$ cat config.mk
export PLATFORM = sky130hd
export DESIGN_NAME = pheie_edge_enables
export DESIGN_NICKNAME = d
export VERILOG_FILES = /design/src/include/pheie_pkg.sv /design/src/hdl/pheie_edge_enables.sv
export SDC_FILE = /design/constraint.sdc
export NUM_CORES = 1
export LEC_CHECK = 0
export BUFFER_PORTS_ARGS = -buffer_cell sky130_fd_sc_hd__buf_2
export CORE_MARGIN = 4
export CORE_UTILIZATION = 60
export CTS_CLUSTER_DIAMETER = 100
export DETAILED_ROUTE_END_ITERATION = 16
export GPL_TIMING_DRIVEN = 0
export PLACE_DENSITY = 0.94
export SKIP_CTS_REPAIR_TIMING = 1
export SYNTH_ARGS = -nofsm -noshare
export SYNTH_HDL_FRONTEND = slang
export SYNTH_SLANG_ARGS = --single-unit
$ cat constraint.sdc
create_clock -name clk_in -period 5.2 [get_ports clk_in]
set_clock_uncertainty 0.2 [all_clocks]
set_input_delay 0.26 -clock clk_in [delete_from_list [all_inputs] [get_ports clk_in]]
set_output_delay 0.26 -clock clk_in [all_outputs]
set_load 0.005 [all_outputs]
$ cat src/include/pheie_pkg.sv
// package for the phy edge interrupt enable block
package pheie_pkg;
    // ==========================================
    // register map
    localparam logic [5:0] RISE_ENABLE_ADDR = 6'h0D;
    localparam logic [5:0] RISE_ENABLE_SET_ADDR = 6'h0E;
    localparam logic [5:0] RISE_ENABLE_CLEAR_ADDR = 6'h0F;
    localparam logic [5:0] FALL_EDGE_ENABLE_ADDR = 6'h10;
    localparam int ENABLE_BITS = 5;
    localparam logic [4:0] ENABLE_RESET = 5'h1F;
    // ==========================================
    // field positions
    localparam int HOST_DISC_BIT = 0;
    localparam int BUS_VOLTAGE_OK_BIT = 1;
    localparam int SESSION_VALID_BIT = 2;
    localparam int SESSION_ENDED_BIT = 3;
    localparam int ID_GROUND_BIT = 4;
    // ==========================================
    // timing
    localparam int CLOCK_HZ = 10_000_000;
    localparam int ID_SETTLE_MS = 50;
    localparam int ID_SETTLE_CYCLES = (CLOCK_HZ / 1000) * ID_SETTLE_MS;

    typedef struct packed {
        logic id_pin_grounded;
        logic session_ended;
        logic session_is_valid;
        logic bus_voltage_ok;
        logic host_disconnect;
    } pheie_monitor_t;

    typedef struct packed {
        logic write;
        logic read;
        logic [5:0] addr;
        logic [7:0] wdata;
    } pheie_reg_req_t;
endpackage : pheie_pkg

$ cat src/hdl/pheie_edge_enables.sv
// edge-selective interrupt enables for the phy session and line monitors
// Functional notes
// - address 0x0E sets rise enables where written one; reads return rise enables.
// - address 0x0F clears rise enables where written one; reads return rise enables.
// - address 0x10 holds read-write fall enables, bits four down to zero.
// - events raised only for transitions whose matching edge enable is set.
// - all rise and fall enable bits reset to one.
// - id ground events masked while pullup off and 50 ms after enabling.
// - host disconnect events only when both data pulldowns are on.
// - session valid event comes from the a-device session comparator.
// - address 0x0D holds the read-write rise enable register.
module pheie_edge_enables
    import pheie_pkg::*;
#(
    parameter int SETTLE_CYCLES = ID_SETTLE_CYCLES
) (
    input wire logic clk_in,
    input wire logic reset_n_in,
    input wire logic clk_en_in,
    input wire pheie_reg_req_t reg_req_in,
    output logic [7:0] reg_rdata_out,
    output logic reg_hit_out,
    input wire logic id_pin_grounded_in,
    input wire logic session_ended_in,
    input wire logic a_device_session_ok_in,
    input wire logic bus_voltage_ok_in,
    input wire logic host_disconnect_in,
    input wire logic id_pin_pullup_on_in,
    input wire logic dplus_pulldown_on_in,
    input wire logic dminus_pulldown_on_in,
    output logic [4:0] rise_event_out,
    output logic [4:0] fall_event_out,
    output logic [4:0] rise_enable_out,
    output logic [4:0] fall_enable_out
);
    // ==========================================
    // registers
    logic [4:0] rise_enable_reg;
    logic [4:0] fall_enable_reg;
    logic [7:0] rdata_reg;
    logic hit_reg;
    logic [4:0] wbits;
    // only the five enable bits are kept; bits 7..5 drop here
    assign wbits = reg_req_in.wdata[4:0];

    // ==========================================
    // helpers
    // next rise enables after a write; other addresses leave them alone
    function automatic logic [4:0] rise_after_write(input logic [5:0] addr,
        input logic [4:0] cur, input logic [4:0] bits);
        case (addr)
            RISE_ENABLE_ADDR: rise_after_write = bits;
            RISE_ENABLE_SET_ADDR: rise_after_write = cur | bits;
            RISE_ENABLE_CLEAR_ADDR: rise_after_write = cur & ~bits;
            default: rise_after_write = cur;
        endcase
    endfunction : rise_after_write

    function automatic logic [7:0] pad_enables(input logic [4:0] bits);
        pad_enables = {3'h0, bits};
    endfunction : pad_enables

    // up picks low-to-high, otherwise high-to-low
    function automatic logic [4:0] edge_mask(input logic [4:0] now_bits,
        input logic [4:0] prev_bits, input logic up);
        if (up) begin
            edge_mask = now_bits & ~prev_bits;
        end else begin
            edge_mask = ~now_bits & prev_bits;
        end
    endfunction : edge_mask

    // host mode means both data line pulldowns on
    function automatic logic host_mode(input logic dp_on, input logic dm_on);
        host_mode = dp_on && dm_on;
    endfunction : host_mode

    // id edges pass only once the pullup has stood for the whole window
    function automatic logic id_window_done(input logic pullup_now, input logic pullup_before,
        input logic [31:0] count);
        id_window_done = pullup_now && pullup_before && count == 32'h0;
    endfunction : id_window_done

    // ==========================================
    // rise register and both aliases
    always_ff @(posedge clk_in) begin
        if (!reset_n_in) begin
            rise_enable_reg <= ENABLE_RESET;
        end else if (clk_en_in && reg_req_in.write) begin
            rise_enable_reg <= rise_after_write(reg_req_in.addr, rise_enable_reg, wbits);
        end
    end

    logic [4:0] fall_enable_next;
    always_comb begin
        fall_enable_next = fall_enable_reg;
        if (reg_req_in.write && reg_req_in.addr == FALL_EDGE_ENABLE_ADDR) begin
            fall_enable_next = wbits;
        end
    end

    // clock enable gates the load, so a frozen cycle drops the write
    always_ff @(posedge clk_in) begin
        if (!reset_n_in) begin
            fall_enable_reg <= ENABLE_RESET;
        end else if (clk_en_in) begin
            fall_enable_reg <= fall_enable_next;
        end
    end

    // ==========================================
    // read path, registered one cycle after request
    // a read in the cycle of a write returns the old value
    always_ff @(posedge clk_in) begin
        if (!reset_n_in) begin
            rdata_reg <= 8'h00;
            hit_reg <= 1'b0;
        end else if (clk_en_in) begin
            hit_reg <= 1'b0;
            rdata_reg <= 8'h00;
            if (reg_req_in.read) begin
                case (reg_req_in.addr)
                    RISE_ENABLE_ADDR, RISE_ENABLE_SET_ADDR, RISE_ENABLE_CLEAR_ADDR: begin
                        rdata_reg <= pad_enables(rise_enable_reg);
                        hit_reg <= 1'b1;
                    end
                    // hit marks the four mapped addresses only
                    FALL_EDGE_ENABLE_ADDR: begin
                        rdata_reg <= pad_enables(fall_enable_reg);
                        hit_reg <= 1'b1;
                    end
                    default: begin
                        rdata_reg <= 8'h00;
                        hit_reg <= 1'b0;
                    end
                endcase
            end
        end
    end

    // ==========================================
    // outputs
    assign reg_rdata_out = rdata_reg;
    assign reg_hit_out = hit_reg;
    assign rise_enable_out = rise_enable_reg;
    assign fall_enable_out = fall_enable_reg;

    // ==========================================
    // id settle timer after pullup turns on
    logic [31:0] settle_count_reg;
    logic [31:0] settle_count_next;
    logic pullup_prev_reg;
    logic id_settled;
    // 32 bits hold the window count at any sensible clock rate
    always_comb begin
        settle_count_next = settle_count_reg;
        if (!id_pin_pullup_on_in) begin
            settle_count_next = 32'h0;
        end else if (!pullup_prev_reg) begin
            settle_count_next = 32'(SETTLE_CYCLES);
        end else if (settle_count_reg != 32'h0) begin
            settle_count_next = settle_count_reg - 32'h1;
        end
    end

    always_ff @(posedge clk_in) begin
        if (!reset_n_in) begin
            settle_count_reg <= 32'h0;
            pullup_prev_reg <= 1'b0;
        end else if (clk_en_in) begin
            pullup_prev_reg <= id_pin_pullup_on_in;
            settle_count_reg <= settle_count_next;
        end
    end
    // dropping the pullup at any time restarts the whole window
    assign id_settled = id_window_done(id_pin_pullup_on_in, pullup_prev_reg, settle_count_reg);

    // ==========================================
    // edge detection
    pheie_monitor_t now_s;
    pheie_monitor_t prev_reg;
    // one allow bit per monitor, set unless a mask applies
    logic [4:0] allow;
    assign now_s = '{id_pin_grounded: id_pin_grounded_in, session_ended: session_ended_in,
                     session_is_valid: a_device_session_ok_in,
                     bus_voltage_ok: bus_voltage_ok_in, host_disconnect: host_disconnect_in};
    // masks ride beside the enables and never touch the registers
    always_comb begin
        allow = 5'h1F;
        allow[ID_GROUND_BIT] = id_settled;
        allow[HOST_DISC_BIT] = host_mode(dplus_pulldown_on_in, dminus_pulldown_on_in);
    end

    // prev resets low, so a level already high after reset reads as a rise
    always_ff @(posedge clk_in) begin
        if (!reset_n_in) begin
            prev_reg <= '0;
            rise_event_out <= 5'h00;
            fall_event_out <= 5'h00;
        end else if (clk_en_in) begin
            prev_reg <= now_s;
            rise_event_out <= edge_mask(now_s, prev_reg, 1'b1) & rise_enable_reg & allow;
            fall_event_out <= edge_mask(now_s, prev_reg, 1'b0) & fall_enable_reg & allow;
        end
    end
endmodule : pheie_edge_enables

==> summary by stage <==
Die
The die covers 0.00657 sq mm. The core region is 0.00514 sq mm. For this configuration, the core starts out at a cell density of 0.623. The die is ~80 um tall.

The floorplan row count is 26. The number of I/O pins is 56. The horizontal die dimension is between 80 and 90 um.

Global route
The via count of the first global-routing pass is 3119. The wire length of the first global-routing pass is roughly 14 mm. The remaining global-route overflow is 0. The largest net degree at the start of global routing is 13. The initial antenna violation count is 0. The all-layer global routing usage is 0.275.

Synth
Of the synthesized area, sequential elements account for 0.400. The warning count from the yosys run is 0. The netlist uses 57 different library cells. The combined area of all synthesized cells is roughly 0.0032 sq mm. The async set-or-reset flop fraction in the synthesized netlist is 0. The flip-flop and latch count after synthesis is 64. The instance count of the mapped netlist is 370. For this run, the leading register cell type out of synthesis is dfxtp_1. The number of enable flip-flop cells after synthesis is 0.

The mean area per synthesized cell is 8.66 sq um.

STA
The final clock period utilization by the worst path is 0.531. Setup repair after global routing left no endpoint under its margin. The number of max-slew violations in the final report is 0.

The final setup TNS is 0 ns. The transition time of the tightest slew-check pin is 0.847 ns. The worst hold slack across all endpoints is -0.0187 ns. The minimum clock period after layout is 2.76 ns. Setup violations remaining at the end of the flow were counted as 0. The timing-limited maximum frequency is 362 MHz. The worst relative slew slack is 0.435.

The number of hold violations in the final report is 5.

Finish
The count of antenna diodes in the layout is 0. The number of filler cells placed in the layout is 386. The register with the most flip-flops in the layout has 32 of them. The final-stage net count is between 400 and 500. The fraction of layout instances using a drive strength above 1 is 0.196. The layout overhead on the synthesized area is 18.2%. The post-layout utilization of the core is 0.737.

Drt
Using the TritonRoute via totals, the vias-per-cell ratio works out to 6.48. The first routing iteration left 299 violations. The residual antenna-violating net count after detailed routing is 0.

In the final routed layout, each cell accounts on average for 17.2 um. The via count is 3325. The total length of routed wires is between 8 and 9 mm. The first-pass iteration count of the detailed router is 5. The number of remaining DRC errors is 0.

Placement
The global placement routability congestion is 0.968. During placement, the flow inserted port buffers numbering 49. The HPWL after detailed placement is 6.07 mm.

Clock network
The clock root buffer is clkbuf_8. The clock tree synthesis step divided the H-tree into 3 levels. For this design, the sink count on the clock tree is 64. Clock-pin slew was measured on the worst setup and hold paths at roughly 0.080 ns.

The number of clock buffers inserted by TritonCTS is 9. The longest clock path from root to sink contains 2 buffers. The later pin in the worst-skew pair is clocked with a latency of 0.35 ns. TritonCTS built the clock tree.

Run status
The run finished, with violations left. The final reports fail on hold timing.

Worst setup path
The arrival time of the worst setup path is 2.83 ns. Together, buffers and inverters on the worst path number 1. The slowest stage cell on the critical path is or4_1.

The worst setup path is launched from a flop. For the worst setup path, the data required time is about 5.3 ns. For this run, the slowest stage of the critical path takes 0.55 ns. The critical setup path kind is reg2reg. The maximum fanout along the worst path is 5. The endpoint class of the critical path is a flop. The dominant delay contributor by cell family on the critical path is simple AND/OR/NAND/NOR gates.

Walking the worst path, the cells encountered are inv_1 > ha_1 > or3b_2 > nor4_4 > nand3_1 > or4_1 > a21oi_1.

Min path
The worst hold path belongs to the class in2reg.

Power
The static leakage is 1.53 nW. The maximum VDD drop is 0.000192 V. Power spread over the standard cell area amounts to 301 mW/mm^2.

Job
Across the run, the number of max-cap violations was 0.
==> Yosys cell counts, drive strengths merged, types with 3 or more instances <==
library cell   n  area [sq um]
a221oi         6          52.6
nor2          24          90.1
nand4          8          56.3
o311ai         4          35.0
a211oi         4          30.0
o31ai          5          51.3
a22oi          5          37.5
and2           6          37.5
mux2i         18           180
buf            9          57.6
nand4b         9          78.8
nand2b         4          25.0
inv            5          18.8
or4           11          91.3
clkbuf        10          37.5
a21oi         33           165
o41ai          4          35.0
nor3           8          40.0
nor4          12           118
and3b          5          43.8
nand2         52           198
o2bb2ai        5          43.8
nand3          6          35.0
o21ai         14          70.1
dfxtp         64          1280
or3           13          81.3
nor4bb         3          30.0
==> worst register-to-register path, cell delays in order (launching register included) <==
cell	delay, ns
dfxtp_1	0.36
inv_1	0.08
ha_1	0.19
or3b_2	0.51
nor4_4	0.36
nand3_1	0.29
or4_1	0.55
a21oi_1	0.17
==> logic make-up (layout without fill, tap and decap cells) <==
logic type	count (synthesis)	after routing	share of synthesized area
compound gates	89	89	0.186
xor+xnor	3	3	0.00820
fa+ha+maj	1	1	0.00390
buf+inv	25	96	0.0367
flops	64	64	0.400
mux	18	18	0.0562
other cells	1	3	0.00117
simple gates	169	169	0.308
==> cells in the final DEF (no fill, tap or decap), types with 7 or more instances in the layout <==
master / count
nor4_1: 8
o21ai_0: 14
buf_2: 50
or4_1: 8
clkbuf_1: 10
nand2_1: 51
a21oi_1: 33
nand4_1: 7
nand4b_1: 9
nor2_1: 24
dfxtp_1: 64
or3_1: 13
clkbuf_8: 10
mux2i_1: 18
nor3_1: 8
==> worst paths after layout <==
path              slack [ns]  cells after the start                              from                              to
setup / recovery        2.44                      7  settle_count_reg[0]$_SDFFE_PN0P_  rise_event_out[4]$_SDFFE_PN0P_
setup reg to reg        2.44                      7  settle_count_reg[0]$_SDFFE_PN0P_  rise_event_out[4]$_SDFFE_PN0P_
hold reg to reg         0.26                      2    fall_event_out[3]$_SDFFE_PN0P_  fall_event_out[3]$_SDFFE_PN0P_
hold / removal         -0.02                      3                id_pin_grounded_in        prev_reg[4]$_SDFFE_PN0P_
==> power breakdown <==
group,leakage (nW),switching [mW],internal [mW]
registers,0.521,0.0212,0.509
logic,0.912,0.128,0.0834
clock network,0.0926,0.210,0.187
==> metrics by stage <==
stage	hold WS (ns)	instance area, sq um	total power, mW	instances	setup WS (ns)
after floorplan	0.185	3210	0.687	372	2.84
after global placement	0.243	3540	0.734	491	2.56
after detailed placement	0.256	3540	0.742	491	2.46
after CTS	-0.0509	3730	1.13	507	2.45
after global routing	0.0229	3790	1.18	513	2.34
final	-0.0187	3790	1.14	513	2.44
==> final cells by class <==
type | count | area (sq um) | share of cell area
Buffer | 19 | 95.1 | 0.0251
Sequential cell | 64 | 1280 | 0.338
Timing Repair Buffer | 55 | 305 | 0.0806
Multi-Input combinational cell | 283 | 1810 | 0.479
Clock inverter | 6 | 43.8 | 0.0116
Tap cell | 70 | 87.6 | 0.0231
Clock buffer | 10 | 138 | 0.0364
Inverter | 6 | 22.5 | 0.00595
==> routing by layer <==
layer  track usage  share of wire  up-vias
li1              -              -     1532
met1         0.334           0.39     1562
met2         0.450           0.49      199
met3        0.0721          0.095       32
met4         0.139          0.025        0
met5             0              0        -
(Power assumes the default switching activity.)
